$ cat src/design/eepc_pkg.sv
package eepc_pkg;
    // Clock rate in MHz (10 ns period)
    localparam int CLK_MHZ = 100;
    // Default programming pulse width, in ms
    localparam int PULSE_MS = 10;
    // Cycles in one ms of programming pulse
    localparam int MS_CYCLES = 1000 * CLK_MHZ;
    // Least recovery time after the pulse, in us
    localparam int RECOVER_US = 100;
    // Recovery must be strictly longer, hence one spare cycle
    localparam int RECOVER_CYCLES = RECOVER_US * CLK_MHZ + 1;
    // Clocks per machine cycle, marked by the sync pulse
    localparam int SYNC_CYCLES = 15;
    // Reset value of the pulse width register
    localparam logic [7:0] PULSE_RESET = 8'(PULSE_MS);
    // Command codes written with the select line high
    localparam logic [7:0] CMD_READ = 8'h01;
    localparam logic [7:0] CMD_WRITE = 8'h02;
    localparam logic [7:0] CMD_PULSE = 8'h03;
    // Byte left in the output register on an illegal command
    localparam logic [7:0] ILLEGAL_CODE = 8'haa;
    // Status register bit positions
    localparam int ST_OUT_FULL = 0;
    localparam int ST_IN_FULL = 1;
    localparam int ST_BUSY = 2;
    localparam int ST_WAIT_DATA = 3;

    // Memory sequencer states; one bit changes per step except S_ADDR to S_EXPANDER_LATCH_STROBE, S_READ to S_DONE and S_DONE to S_IDLE
    typedef enum logic [2:0] {
        S_IDLE = 3'h0,
        S_REQ = 3'h1,
        S_ADDR = 3'h3,
        S_READ = 3'h2,
        S_EXPANDER_LATCH_STROBE = 3'h6,
        S_RECOV = 3'h7,
        S_DONE = 3'h5
    } eepc_state_type;
endpackage : eepc_pkg

$ cat src/design/eepc_ctrl.sv
// Implementation choices: the address-and-strobe port and the register addresses.
`timescale 1ns/100ps
module eepc_ctrl #(
    parameter int MS_CYCLES = eepc_pkg::MS_CYCLES, // Cycles per ms of pulse
    parameter int RECOVER_CYCLES = eepc_pkg::RECOVER_CYCLES, // Wait after pulse
    parameter int SYNC_CYCLES = eepc_pkg::SYNC_CYCLES // Clocks per machine cycle
) (
    input wire logic clk, // System clock
    input wire logic rst_n, // Asynchronous reset, active low
    input wire logic chip_select_n, // Host chip select
    input wire logic host_read_n, // Host read strobe
    input wire logic host_write_n, // Host write strobe
    input wire logic register_select_line, // Data/status or command/data
    input wire logic [7:0] host_data_in, // Host data bus, sensed
    output logic [7:0] host_data_out, // Host data bus, driven
    output logic host_data_oe, // Host data bus drive enable
    output logic output_full_irq, // Unread output byte
    output logic input_emptied_irq, // Input byte consumed
    input wire logic bank_grant, // Local bus granted
    output logic bank_request_n, // Local bus request
    output logic memory_chip_enable_n, // Memory chip enable
    output logic memory_output_enable_n, // Memory read strobe
    output logic programming_enable_n, // Programming voltage on when low
    input wire logic [11:0] memory_address_low_in, // Low address, sensed
    output logic [11:0] memory_address_low_out, // Low address, driven
    output logic memory_address_low_oe, // Low address drive enable
    output logic [1:0] memory_address_high, // Address bits 13:12
    input wire logic [7:0] memory_data_in, // Memory data, sensed
    output logic [7:0] memory_data_out, // Memory data, driven
    output logic memory_data_oe, // Memory data drive enable
    input wire logic [3:0] expander_nibble_port_in, // Expander port, sensed
    output logic [3:0] expander_nibble_port_out, // Expander port, driven
    output logic expander_nibble_port_oe, // Expander port drive enable
    output logic expander_latch_strobe, // Expander nibble latch
    output logic cycle_sync // Machine cycle pulse
);
    eepc_pkg::eepc_state_type state; // Sequencer state
    eepc_pkg::eepc_state_type next_state; // Its next value
    logic host_rd; // Qualified host read
    logic host_wr; // Qualified host write
    logic [7:0] in_data; // Input register
    logic in_is_cmd; // Input byte is a command
    logic in_full; // Input register not yet consumed
    logic consume; // Sequencer takes the input byte
    logic [7:0] cmd; // Current command
    logic wait_data; // Command wants more data bytes
    logic [1:0] byte_idx; // Next data byte index
    logic [13:0] addr; // Memory address
    logic [7:0] wdata; // Byte to program
    logic [7:0] pulse_ms; // Programming pulse width in ms
    logic start; // One-cycle start of a memory operation
    logic illegal; // One-cycle illegal command flag
    logic [7:0] out_data; // Output register
    logic out_full; // Output register unread
    logic [31:0] cnt; // Cycle counter inside a state
    logic [7:0] ms_left; // Whole ms still to pulse
    logic [7:0] sync_cnt; // Machine cycle divider
    logic [7:0] status; // Status byte
    logic is_write; // Current operation programs
    logic pulse_end; // Last cycle of the pulse
    logic owns_bus; // Operation active and bus granted

    // Strobes only count while chip select is low, so other peripherals
    // can share the host bus.
    assign host_rd = !chip_select_n && !host_read_n;
    assign host_wr = !chip_select_n && !host_write_n;
    assign consume = in_full && (state == eepc_pkg::S_IDLE);
    assign is_write = (cmd == eepc_pkg::CMD_WRITE);
    assign pulse_end = (ms_left == 8'h00) && (cnt == 32'(MS_CYCLES - 1));
    assign status = {4'h0, wait_data, state != eepc_pkg::S_IDLE, in_full, out_full};

    // The host bus answers one cycle late; a read strobe held longer than
    // one cycle simply repeats the answer and clears output-full once more.
    // Host read: selected register appears in the next cycle only
    always_ff @(posedge clk or negedge rst_n) begin
        if (!rst_n) begin
            host_data_out <= 8'h00;
            host_data_oe <= 1'b0;
        end else begin
            host_data_oe <= host_rd;
            if (host_rd) begin
                host_data_out <= register_select_line ? status : out_data;
            end
        end
    end

    // Hazard: a host that ignores input-emptied overwrites the pending byte;
    // the status byte lets a polling host avoid that.
    // Host write: byte and its kind are latched; a new write wins over consumption
    always_ff @(posedge clk or negedge rst_n) begin
        if (!rst_n) begin
            in_data <= 8'h00;
            in_is_cmd <= 1'b0;
            in_full <= 1'b0;
        end else if (host_wr) begin
            in_data <= host_data_in;
            in_is_cmd <= register_select_line;
            in_full <= 1'b1;
        end else if (consume) begin
            in_full <= 1'b0;
        end
    end

    assign input_emptied_irq = !in_full;

    // Only three commands are decoded; any other code is reported as illegal
    // and leaves the parser waiting for a fresh command byte.
    // Address high byte keeps only its low six bits, the rest is ignored.
    // Command parser: command byte, then high address, low address, data
    always_ff @(posedge clk or negedge rst_n) begin
        if (!rst_n) begin
            cmd <= 8'h00;
            wait_data <= 1'b0;
            byte_idx <= 2'h0;
            addr <= 14'h0000;
            wdata <= 8'h00;
            pulse_ms <= eepc_pkg::PULSE_RESET;
            start <= 1'b0;
            illegal <= 1'b0;
        end else begin
            start <= 1'b0;
            illegal <= 1'b0;
            if (consume && in_is_cmd) begin
                // A new command aborts any half-sent one
                cmd <= in_data;
                byte_idx <= 2'h0;
                wait_data <= (in_data == eepc_pkg::CMD_READ) ||
                    (in_data == eepc_pkg::CMD_WRITE) || (in_data == eepc_pkg::CMD_PULSE);
                illegal <= !((in_data == eepc_pkg::CMD_READ) ||
                    (in_data == eepc_pkg::CMD_WRITE) || (in_data == eepc_pkg::CMD_PULSE));
            end else if (consume && wait_data) begin
                if (cmd == eepc_pkg::CMD_PULSE) begin
                    pulse_ms <= in_data;
                    wait_data <= 1'b0;
                end else begin
                    case (byte_idx)
                        2'h0: begin
                            addr[13:8] <= in_data[5:0];
                            byte_idx <= 2'h1;
                        end
                        2'h1: begin
                            addr[7:0] <= in_data;
                            byte_idx <= 2'h2;
                            if (!is_write) begin
                                start <= 1'b1;
                                wait_data <= 1'b0;
                            end
                        end
                        default: begin
                            wdata <= in_data;
                            start <= 1'b1;
                            wait_data <= 1'b0;
                        end
                    endcase
                end
            end
            // Stray data bytes with no command pending are dropped
        end
    end

    // Trade-off: a read strobe landing on the capture cycle loses its clear,
    // so the freshly read byte is never lost to a stale read.
    // Output register: a set from the sequencer wins over a host read
    always_ff @(posedge clk or negedge rst_n) begin
        if (!rst_n) begin
            out_data <= 8'h00;
            out_full <= 1'b0;
        end else if (state == eepc_pkg::S_READ) begin
            out_data <= memory_data_in;
            out_full <= 1'b1;
        end else if (illegal) begin
            out_data <= eepc_pkg::ILLEGAL_CODE;
            out_full <= 1'b1;
        end else if (host_rd && !register_select_line) begin
            out_full <= 1'b0;
        end
    end

    assign output_full_irq = out_full;

    // Waiting for the grant has no limit; a stuck arbiter stalls the block
    // with the request held low.
    // Sequencer next state
    always_comb begin
        next_state = state;
        case (state)
            eepc_pkg::S_IDLE: if (start) next_state = eepc_pkg::S_REQ;
            eepc_pkg::S_REQ: if (bank_grant) next_state = eepc_pkg::S_ADDR;
            eepc_pkg::S_ADDR: next_state = is_write ? eepc_pkg::S_EXPANDER_LATCH_STROBE : eepc_pkg::S_READ;
            eepc_pkg::S_READ: next_state = eepc_pkg::S_DONE;
            eepc_pkg::S_EXPANDER_LATCH_STROBE: if (pulse_end) next_state = eepc_pkg::S_RECOV;
            eepc_pkg::S_RECOV: begin
                if (cnt == 32'(RECOVER_CYCLES - 1)) next_state = eepc_pkg::S_DONE;
            end
            eepc_pkg::S_DONE: next_state = eepc_pkg::S_IDLE;
            default: next_state = eepc_pkg::S_IDLE;
        endcase
    end

    // Sequencer state register
    always_ff @(posedge clk or negedge rst_n) begin
        if (!rst_n) begin
            state <= eepc_pkg::S_IDLE;
        end else begin
            state <= next_state;
        end
    end

    // The counter is wide enough for any recovery setting; the pulse itself
    // is counted one ms at a time, so its width is limited to 255 ms.
    // Pulse and recovery timing; ms are counted apart so long pulses stay cheap
    always_ff @(posedge clk or negedge rst_n) begin
        if (!rst_n) begin
            cnt <= 32'h0;
            ms_left <= 8'h00;
        end else if (next_state != state) begin
            cnt <= 32'h0;
            // A zero width still gives one ms rather than none
            ms_left <= (pulse_ms == 8'h00) ? 8'h00 : pulse_ms - 8'h01;
        end else if (state == eepc_pkg::S_EXPANDER_LATCH_STROBE && cnt == 32'(MS_CYCLES - 1)) begin
            cnt <= 32'h0;
            ms_left <= ms_left - 8'h01;
        end else begin
            cnt <= cnt + 32'h1;
        end
    end

    // Request stays low through recovery so no other master touches the bank
    // while the programming voltage decays.
    // Strobes decoded from state by comparing the whole state value, not taken from single state bits
    assign bank_request_n = (state == eepc_pkg::S_IDLE) || (state == eepc_pkg::S_DONE);
    assign memory_chip_enable_n = !((state == eepc_pkg::S_ADDR) ||
        (state == eepc_pkg::S_READ) || (state == eepc_pkg::S_EXPANDER_LATCH_STROBE));
    assign memory_output_enable_n = (state != eepc_pkg::S_READ);
    assign programming_enable_n = (state != eepc_pkg::S_EXPANDER_LATCH_STROBE);
    assign owns_bus = bank_grant && !bank_request_n && (state != eepc_pkg::S_REQ);

    // The sensed address input is not needed: the block never reads
    // back the address it drives; sensed memory data is used for reads.
    // Low address and data buses float whenever the grant is missing; address bits 13:12 are always driven
    assign memory_address_low_out = addr[11:0];
    assign memory_address_low_oe = owns_bus;
    assign memory_address_high = addr[13:12];
    assign memory_data_out = wdata;
    assign memory_data_oe = owns_bus && is_write && (state != eepc_pkg::S_RECOV);

    // Limitation: the expander port only ever carries the command nibble;
    // its sensed input is not used.
    // Expander gets the command nibble, latched while the address is set up
    assign expander_nibble_port_out = cmd[3:0];
    assign expander_nibble_port_oe = (state == eepc_pkg::S_ADDR);
    assign expander_latch_strobe = (state == eepc_pkg::S_ADDR);

    // Divider free-runs from reset; the pulse is registered so it is clean.
    // Machine cycle divider and its sync pulse
    always_ff @(posedge clk or negedge rst_n) begin
        if (!rst_n) begin
            sync_cnt <= 8'h00;
            cycle_sync <= 1'b0;
        end else begin
            sync_cnt <= (sync_cnt == 8'(SYNC_CYCLES - 1)) ? 8'h00 : sync_cnt + 8'h01;
            cycle_sync <= (sync_cnt == 8'(SYNC_CYCLES - 1));
        end
    end
endmodule : eepc_ctrl

$ cat config.mk
export PLATFORM = sky130hd
export DESIGN_NAME = eepc_ctrl
export DESIGN_NICKNAME = d
export VERILOG_FILES = /design/src/design/eepc_pkg.sv /design/src/design/eepc_ctrl.sv
export SDC_FILE = /design/constraint.sdc
export NUM_CORES = 1
export LEC_CHECK = 0
export ABC_AREA = 1
export BUFFER_PORTS_ARGS = -buffer_cell sky130_fd_sc_hd__clkbuf_2
export CORE_MARGIN = 8
export CORE_UTILIZATION = 53
export DETAILED_ROUTE_END_ITERATION = 8
export MAX_ROUTING_LAYER = met4
export PLACE_DENSITY = 0.72
export SLEW_MARGIN = 20
export SYNTH_ARGS = -nofsm -noshare
export SYNTH_HDL_FRONTEND = slang
export SYNTH_SLANG_ARGS = --single-unit
$ cat constraint.sdc
create_clock -name clk -period 1.85 [get_ports clk]
set_input_delay 0.2775 -clock clk [delete_from_list [all_inputs] [get_ports clk]]
set_output_delay 0.2775 -clock clk [all_outputs]
set_load 0.05 [all_outputs]
==> flow_summary.toml, run 1 <==
[status]
status = "complete, but fails checks"
violations = "setup timing"

[clocking]
cts_buffers = 17
cts.sinks = 123
cts-htree-levels = 4
clk_latency_ns = 0.42
clkTransAtPathRegs_ns = 0.06
cts_buffer_depth = 2
tritoncts = "done"
root_buffer = "clkbuf_16"

[timing]
grt_setup_unrepaired = "yes"
finalCritPeriodShare_pct = 115
finalHoldViolations = 0
maxSlewViolCount = 0
finClkSkew_ns = 0.00653
slew_headroom_pct = 48.6
finalSetupViolations = 52
period_needed_ns = 2.13
fmax_ghz = 0.469
whs_ns = 0.0666
worst_slack_ns = -0.284
worst_pin_slew_ns = 0.769

[detailed_routing]
dr.max_layer_used = "met4"
post_drt_wl_per_cell_um = 16.2
drcViolationCount = 0
wl_met2_um = 9230
routed_wl_um = 17600
drtIter0Drc = 415
vias_per_cell = 5.37
drtAntennaViolNets = 0
vias = 5830
drt_first_pass_iters = 6
met3_wirelength_um = 745
m1WireLength_um = 7110

[cells_and_area]
num-fill-cells = 730
drive_above_1_share_pct = 35.7
final_common_cell = "nand2_1"
final_area_um2 = 8740
antenna_cells = 0
nets = 975
final_cells = 1086
layout_common_cells = "nand2_1, dfrtp_1, inv_1"
syn2layout_area_growth_pct = 42.2

[pwr]
ir_drop_v = 0.000930
power_density_nw_per_um2 = 1170
power_mw = 10.2
p_leak_nw = 4.24

[grt]
antenna_found_initial = 0
grt_pass1_wl_um = 27500
gr-usage-all-layers_pct = 23.7
gr-total-overflow = 0
grt_max_degree = 44
grt_pass1_vias = 5846

[die]
die_x_um = 124
dieHeight_um = 124
ios = 85
rows = 39
initial_core_util_pct = 54.1
die_area_um2 = 15300
core_um2 = 11400

[placement]
dp_hpwl_um = 11200
io_buffer_count = 68
dp_cells = 1006
postPlaceCellArea_um2 = 7160
dp_slack_ns = -0.0635
gp_congestion = 0.875

[critical_path]
critPathSlowestCell = "dfrtp_2"
path_class = "reg -> out"
r2r_setup_slack_ns = -0.26
worst_path_largest_cell_delay_ns = 0.45
crit_buf_inv = 4
arrival_ns = 1.86
cp-end-kind = "output pin"
crit_path_frequent_cell = "buf_6"
cp.required_ns = 1.57
crit_chain = "inv_2 -> buf_6 -> nor2_4 -> buf_6 -> a211oi_4 -> nor3b_4 -> buf_12"
path_delay_family = "buffers and inverters"
path_max_fanout = 4
cp-start-kind = "register"

[logic_synthesis]
ys_top_cells_by_area = "dfrtp_1, nand2_1, nor2_1"
synth_seq_area_share_pct = 50.1
syn_inst = 743
synth_area_leader_cell = "dfrtp_1"
syn_avg_cell_area_um2 = 8.27
synth_cell_types = 43
synth_top_area_share_pct = 49.3
synth_fp_nets = 788
syn_area_um2 = 6150
yosys_warnings = 0
yosys_register_bits = 123

[min_path]
hold_path.class = "in -> reg"

[run]
cap_violations = 0
==> worst register-to-register path: cells and delay by family, from the launching register on <==
kind,cells,cell delay (ns)
AO/OA/AOI/OAI,1,0.22
AND/OR/NAND/NOR,5,0.43
buffers and inverters,7,0.91
flip-flops,1,0.43
==> state kept, by name, summed over array words and instances, names as in the netlist, 2 cells and up <==
signal / cells
in_data: 8
addr: 14
out_data: 8
host_data_out: 8
byte_idx: 2
state: 3
pulse_ms: 8
cmd: 8
sync_cnt: 8
memory_data_out: 8
cnt: 32
ms_left: 8
==> cells in the mapped netlist, drive strengths merged <==
library cell / count
buf: 14
a211oi: 1
o31ai: 3
a21oi: 12
o22ai: 3
dfrtp: 121
inv: 101
o221ai: 3
xor2: 22
o21ai: 71
nor2: 107
clkbuf: 2
o211ai: 1
dfstp: 2
ha: 6
nand4: 11
xnor2: 8
and2: 1
or2: 2
o21a: 1
nor3: 27
nand3: 37
nor4: 7
o22a: 1
nor3b: 3
nand2: 176
==> timing repair <==
item | 4_1_cts | 5_1_grt
setup endpoints to repair | 50 | 77
buffers inserted | 28 | 19
pin swaps | 25 | 22
resized for setup | 81 | 80
cloned | 3 | 2
hold endpoints to repair | 10 | 0
hold buffers | 1 | 0
==> routing by layer <==
layer | vias to the layer above | track usage (%)
met5 | - | -
li1 | 2757 | -
met2 | 222 | 38.9
met3 | 53 | 5.35
met1 | 2798 | 26.9
met4 | 0 | 11.7
==> logic make-up (layout without fill, tap and decap cells) <==
group                    after synthesis  after routing  synth area share (%)
AND/OR/NAND/NOR                      371            374                  27.2
XOR/XNOR                              30             30                  4.27
adder cells (fa/ha/maj)                6              6                  1.22
buffers and inverters                117            314                  8.08
AO/OA/AOI/OAI                         96             96                  9.14
flip-flops                           123            123                  50.1
==> through the flow <==
| step | util (%) | setup TNS (ns) |
|---|---|---|
| 4_1_cts | 72.8 | -0.890 |
| 2_1_floorplan | - | -7.80 |
| 5_1_grt | 76.9 | -11.36 |
| 3_3_place_gp | 63.0 | -0.222 |
| 6_report | 76.9 | -7.91 |
| 3_5_place_dp | 63.0 | -1.34 |
==> where the power goes <==
group | switching (mW) | internal (mW) | total [mW]
combinational | 2.37 | 1.34 | 3.71
sequential | 0.370 | 3.15 | 3.52
clock | 1.25 | 1.75 | 3.00
==> final timing paths <==
check                                start              to  depth (start not counted)
max in group asynchronous            rst_n        state[1]                          3
setup / recovery                  state[0]  memory_data_oe                          7
hold / removal             host_data_in[0]      in_data[0]                          3
setup reg to reg                  state[0]         cnt[27]                         13
min in group asynchronous            rst_n         cnt[12]                          2
hold reg to reg                    addr[3]         addr[3]                          2
==> final cells by class <==
type / instances / area, µm² / share of cell area [%]
Inverter: 101 / 389 / 4.45
Clock inverter: 13 / 93.8 / 1.07
Multi-Input combinational cell: 506 / 3100 / 35.4
Tap cell: 143 / 179 / 2.05
Timing Repair Buffer: 181 / 1460 / 16.7
Sequential cell: 123 / 3080 / 35.3
Clock buffer: 19 / 443 / 5.07
No activity file was read; power rests on OpenSTA's default activity.
==> run 2, diff against run 1 <==
--- a/config.mk
+++ b/config.mk
@@ -6,12 +6,13 @@
 export NUM_CORES = 1
 export LEC_CHECK = 0
 export ABC_AREA = 1
-export BUFFER_PORTS_ARGS = -buffer_cell sky130_fd_sc_hd__clkbuf_2
+export CAP_MARGIN = 30
 export CORE_MARGIN = 8
 export CORE_UTILIZATION = 53
 export DETAILED_ROUTE_END_ITERATION = 8
+export DONT_BUFFER_PORTS = 1
 export MAX_ROUTING_LAYER = met4
-export PLACE_DENSITY = 0.72
+export PLACE_DENSITY = 0.66
 export SLEW_MARGIN = 20
 export SYNTH_ARGS = -nofsm -noshare
 export SYNTH_HDL_FRONTEND = slang
==> run 2 against run 1 <==
Critical endpoint unchanged. Via count decreased by 8.0%. Die area unchanged. The flow finishes with violations (hold timing, setup timing). Highest routed layer unchanged. Worst hold slack got worse by 0.52 ns. Clock skew increased by 0.0040 ns. First-iteration DRC count decreased by 12%.
==> flow_summary.toml, run 2 (synthesized netlist as in run 1, its figures left out) <==
[die]
core_um2 = 11400
die_x_um = 124
die_area_um2 = 15300
rows = 39
ios = 85
dieHeight_um = 124
initial_core_util_pct = 54.1

[critical_path]
crit_chain = "buf_6 -> nor2_4 -> nor2_4 -> nor2_4 -> a211oi_4 -> nor3b_4 -> buf_12"
path_max_fanout = 4
critPathSlowestCell = "dfrtp_2"
cp.required_ns = 1.57
cp-end-kind = "output pin"
path_class = "reg -> out"
crit_path_frequent_cell = "nor2_4"
cp-start-kind = "register"
arrival_ns = 1.78
worst_path_largest_cell_delay_ns = 0.41

[placement]
gp_congestion = 0.927
postPlaceCellArea_um2 = 6780
dp_hpwl_um = 10500
io_buffer_count = 0

[timing]
period_needed_ns = 2.05
grt_setup_unrepaired = "yes"
worst_slack_ns = -0.204
finalHoldViolations = 123
worst_pin_slew_ns = 0.794
maxSlewViolCount = 0
slew_headroom_pct = 46.9
finalCritPeriodShare_pct = 111
whs_ns = -0.455
fmax_ghz = 0.487
finalSetupViolations = 49
finClkSkew_ns = 0.0105

[cells_and_area]
syn2layout_area_growth_pct = 31.3
final_common_cell = "nand2_1"
top_regs = "cnt: 32 flops, addr: 14 flops"
largest_reg_flops = 32
drive_above_1_share_pct = 25.5
nets = 896
final_area_um2 = 8070
final_core_util_pct = 71.0
layout_common_cells = "nand2_1, dfrtp_1, nor2_1"
antenna_cells = 0
largest-register = "cnt"

[detailed_routing]
met3_wirelength_um = 721
vias = 5362
drtIter0Drc = 367
drt_first_pass_iters = 5
m1WireLength_um = 6440
dr.max_layer_used = "met4"
vias_per_cell = 5.32
post_drt_wl_per_cell_um = 16.2
routed_wl_um = 16300
wl_met2_um = 8690
drtAntennaViolNets = 0
drcViolationCount = 0

[clocking]
cts.sinks = 123
cts_buffer_depth = 2
cts_buffers = 17
clkTransAtPathRegs_ns = 0.06
root_buffer = "clkbuf_16"
clk_latency_ns = 0.43
cts-htree-levels = 4
hold_buffers = 16
tritoncts = "done"

[min_path]
hold_path.class = "in -> async"

[grt]
grt_pass1_vias = 5524
grt_pass1_wl_um = 25900
grt_max_degree = 124
gr-usage-all-layers_pct = 22.5
antenna_found_initial = 0
gr-total-overflow = 0

[pwr]
power_density_nw_per_um2 = 1220
sequentialPowerShare_pct = 40.9
comb_power_share_pct = 24.9
ir_drop_v = 0.00142
sw_frac_of_total_pct = 37.5
clkPwrFrac_pct = 34.2
p_leak_nw = 3.83
p_int_mw = 6.17
net-switching-power_mw = 3.70

[status]
status = "complete, but fails checks"
violations = "hold timing, setup timing"

[run]
cap_violations = 0
[run 2: cell count changes in the layout (fill, tap and decap cells not counted), moves of 8 or more]
cell | previous run | this run
nand2_2 | 14 | 24
o21ai_0 | 53 | 43
nor2_1 | 71 | 90
nor2_2 | 17 | 5
clkbuf_2 | 61 | 0
buf_6 | 20 | 12
buf_4 | 85 | 68
o21ai_1 | 9 | 18
dlygate4sd3_1 | 1 | 16
[run 2: final timing paths]
kind                                    from        endpoint  slack, ns  cells after the start
setup / recovery                    state[2]  memory_data_oe      -0.20                      7
min in group clk           memory_data_in[1]     out_data[1]       0.01                      2
setup reg to reg                    state[2]      ms_left[4]      -0.06                     13
max in group asynchronous              rst_n     pulse_ms[1]       2.02                      0
hold reg to reg                  sync_cnt[0]     sync_cnt[0]       0.48                      1
hold / removal                         rst_n          cnt[0]      -0.46                      0
[run 2: cell type report]
type / count / area [µm²]
clock buffer: 18 / 439
clock inverter: 14 / 160
fill: 849 / 3300
inverter: 101 / 389
multi-input combinational: 507 / 2910
sequential: 123 / 3080
tap: 143 / 179
timing repair buffer: 101 / 906
[run 2: metrics by stage]
stage                     instances  hold slack [ns]  power [mW]  worst slack [ns]  setup TNS (ns)
after floorplan                 743          -0.0181        5.55            -0.370           -7.80
after global placement          937          -0.0130        6.03            0.0165               0
after detailed placement        937          -0.0126        6.11           -0.0276          -0.121
after CTS                      1000           -0.462        9.67            -0.192          -0.314
after global routing           1007           -0.470        10.3            -0.280           -8.89
final                          1007           -0.455        9.87            -0.204           -1.83
[run 2: routing by layer]
layer | vias up | GRT usage [%]
li1 | 2593 | -
met1 | 2600 | 23.3
met2 | 134 | 39.8
met3 | 35 | 5.49
met4 | 0 | 10.3
met5 | - | -
[run 2: worst max-delay path, delay by kind of cell (launching register included)]
kind                   cells  cell delay, ns
flip-flops                 1            0.41
buffers and inverters      2            0.29
AND/OR/NAND/NOR            4            0.48
AO/OA/AOI/OAI              1            0.16
[run 2: power by group through the flow]
| stage | sequential (mW) | clock [mW] | combinational (mW) |
|---|---|---|---|
| finish | 4.04 | 3.37 | 2.46 |
| global route | 4.09 | 3.52 | 2.71 |
| CTS | 4.01 | 3.40 | 2.26 |
| detailed placement | 4.05 | 0 | 2.06 |
| global placement | 4.04 | 0 | 2.00 |
| floorplan | 3.96 | 0 | 1.60 |
[run 2: timing repair]
item	CTS	global route
hold endpoints to repair	138	123
endpoints found under the setup margin	22	71
resized for setup	41	64
buffers inserted	13	4
pin swaps	16	20
cloned	2	3
==> run 3, diff against run 2 <==
--- a/config.mk
+++ b/config.mk
@@ -12,7 +12,7 @@
 export DETAILED_ROUTE_END_ITERATION = 8
 export DONT_BUFFER_PORTS = 1
 export MAX_ROUTING_LAYER = met4
-export PLACE_DENSITY = 0.66
+export PLACE_DENSITY = 0.68
 export SLEW_MARGIN = 20
 export SYNTH_ARGS = -nofsm -noshare
 export SYNTH_HDL_FRONTEND = slang
==> run 3 against run 2 <==
The flow still finishes with violations (hold timing, setup timing). Power increased by 4.3%. Non-clock buffer count is 16 higher. Sequential power barely moved. Global-route usage is 0.26 points higher. Via count is 1.8% higher. Cell count increased by 1.2%. First-iteration DRC count rose by 5.2%. Register-to-register slack got worse by 0.07 ns. Critical endpoint unchanged. Largest power group unchanged.
==> flow_summary.toml, run 3 (synthesized netlist as in run 1, its figures left out) <==
[status]
status = "complete, but fails checks"
violations = "hold timing, setup timing"

[critical_path]
worst_path_largest_cell_delay_ns = 0.45
path_max_fanout = 4
crit_chain = "inv_2 -> buf_6 -> nor2_4 -> buf_6 -> a211oi_4 -> nor3b_4 -> buf_12"
critPathSlowestCell = "dfrtp_2"
cp.required_ns = 1.57
cp-end-kind = "output pin"
crit_path_frequent_cell = "buf_6"
cp-start-kind = "register"
arrival_ns = 1.82
path_class = "reg -> out"

[timing]
worst_slack_ns = -0.252
whs_ns = -0.449
worst_pin_slew_ns = 0.629
finalCritPeriodShare_pct = 114
finClkSkew_ns = 0.00916
finalSetupViolations = 45
maxSlewViolCount = 0
finalHoldViolations = 123
slew_headroom_pct = 57.9
fmax_ghz = 0.476
period_needed_ns = 2.10
grt_setup_unrepaired = "yes"

[cells_and_area]
syn2layout_area_growth_pct = 36.2
top_regs = "cnt: 32 flops, addr: 14 flops"
nets = 910
final_core_util_pct = 73.6
drive_above_1_share_pct = 29.1
largest_reg_flops = 32
multi_input_area_um2 = 3060
seqCellArea_um2 = 3080
antenna_cells = 0
final_common_cell = "nand2_1"
layout_common_cells = "nand2_1, dfrtp_1, inv_1"
largest-register = "cnt"
final_area_um2 = 8370
num-fill-cells = 827

[detailed_routing]
vias_per_cell = 5.36
drcViolationCount = 0
drtIter0Drc = 386
routed_wl_um = 16500
drtAntennaViolNets = 0
vias = 5458
post_drt_wl_per_cell_um = 16.1
drt_first_pass_iters = 5

[clocking]
root_buffer = "clkbuf_16"
cts_buffer_depth = 2
cts_buffers = 17
clkTransAtPathRegs_ns = 0.05
tritoncts = "done"
cts-htree-levels = 4
clk_latency_ns = 0.42
cts.sinks = 123

[die]
rows = 39
initial_core_util_pct = 54.1
core_um2 = 11400
dieHeight_um = 124
ios = 85
die_area_um2 = 15300
die_x_um = 124

[grt]
grt_max_degree = 124
gr-usage-all-layers_pct = 22.8
grt_pass1_wl_um = 26400
antenna_found_initial = 0
grt_pass1_vias = 5576
gr-total-overflow = 0

[placement]
postPlaceCellArea_um2 = 6890
io_buffer_count = 0
dp_hpwl_um = 10900
gp_congestion = 0.935

[min_path]
hold_path.class = "in -> async"

[pwr]
p_leak_nw = 3.89
power_mw = 10.3
power_density_nw_per_um2 = 1230
ir_drop_v = 0.000986

[run]
cap_violations = 0
[run 3: changes by cell type in the layout (fill, tap and decap cells not counted), sizes merged]
cell / previous run / this run
inv: 106 / 102
clkbuf: 19 / 20
nand3: 40 / 38
dlygate4sd3: 16 / 18
clkinv: 4 / 3
bufinv: 2 / 4
buf: 84 / 98
[run 3: through the flow]
stage          setup TNS [ns]  hold WS [ns]  setup WS [ns]  instances
2_1_floorplan           -7.80       -0.0181         -0.370        743
3_3_place_gp          -0.0617       -0.0117        -0.0163        949
3_5_place_dp            -1.07       -0.0112        -0.0864        949
4_1_cts                -0.416        -0.457         -0.245       1014
5_1_grt                 -9.53        -0.467         -0.337       1019
6_report                -3.19        -0.449         -0.252       1019
[run 3: final timing paths]
kind,from,slack [ns],cells past startpoint,endpoint
setup / recovery,state[0],-0.25,7,memory_data_oe
hold / removal,rst_n,-0.45,0,cnt[7]
setup reg to reg,cnt[0],-0.13,14,ms_left[4]
hold reg to reg,sync_cnt[0],0.49,1,sync_cnt[0]
max in group asynchronous,rst_n,2.00,0,cnt[0]
min in group clk,memory_data_in[1],0.01,2,out_data[1]
[run 3: power by group]
part	switching [mW]	internal (mW)
sequential	0.911	3.14
clock	1.19	2.27
combinational	1.67	1.11
total	3.78	6.52
[run 3: critical path, delay by kind of cell, from the launching register on]
kind | cells | cell delay [ns]
simple gates | 2 | 0.29
buf+inv | 4 | 0.45
compound gates | 1 | 0.21
flops | 1 | 0.45
[run 3: cell type report]
type / count / share of cell area [%]
flip-flops and latches: 123 / 36.8
multi-input cells: 505 / 36.6
repair buffers: 117 / 12.6
clock buffers: 19 / 5.29
inverters: 101 / 4.59
well taps: 143 / 2.14
clock inverters: 11 / 2.03
[run 3: what timing repair did]
| item | CTS | global route |
|---|---|---|
| gates cloned | 1 | 2 |
| hold buffers | 17 | 1 |
| pin swaps | 11 | 28 |
| hold endpoints to repair | 138 | 124 |
| setup buffers | 18 | 3 |
| endpoints found under the setup margin | 52 | 67 |
| gates resized for setup | 37 | 95 |
[run 3: routing by layer]
layer / wire length (µm) / share of wire (%) / vias to the layer above / track usage [%]
li1: - / - / 2623 / -
met1: 6440 / 39 / 2654 / 24.4
met2: 8840 / 54 / 141 / 39.0
met3: 715 / 4.3 / 40 / 5.49
met4: 457 / 2.8 / 0 / 10.8
met5: 0 / 0 / - / -
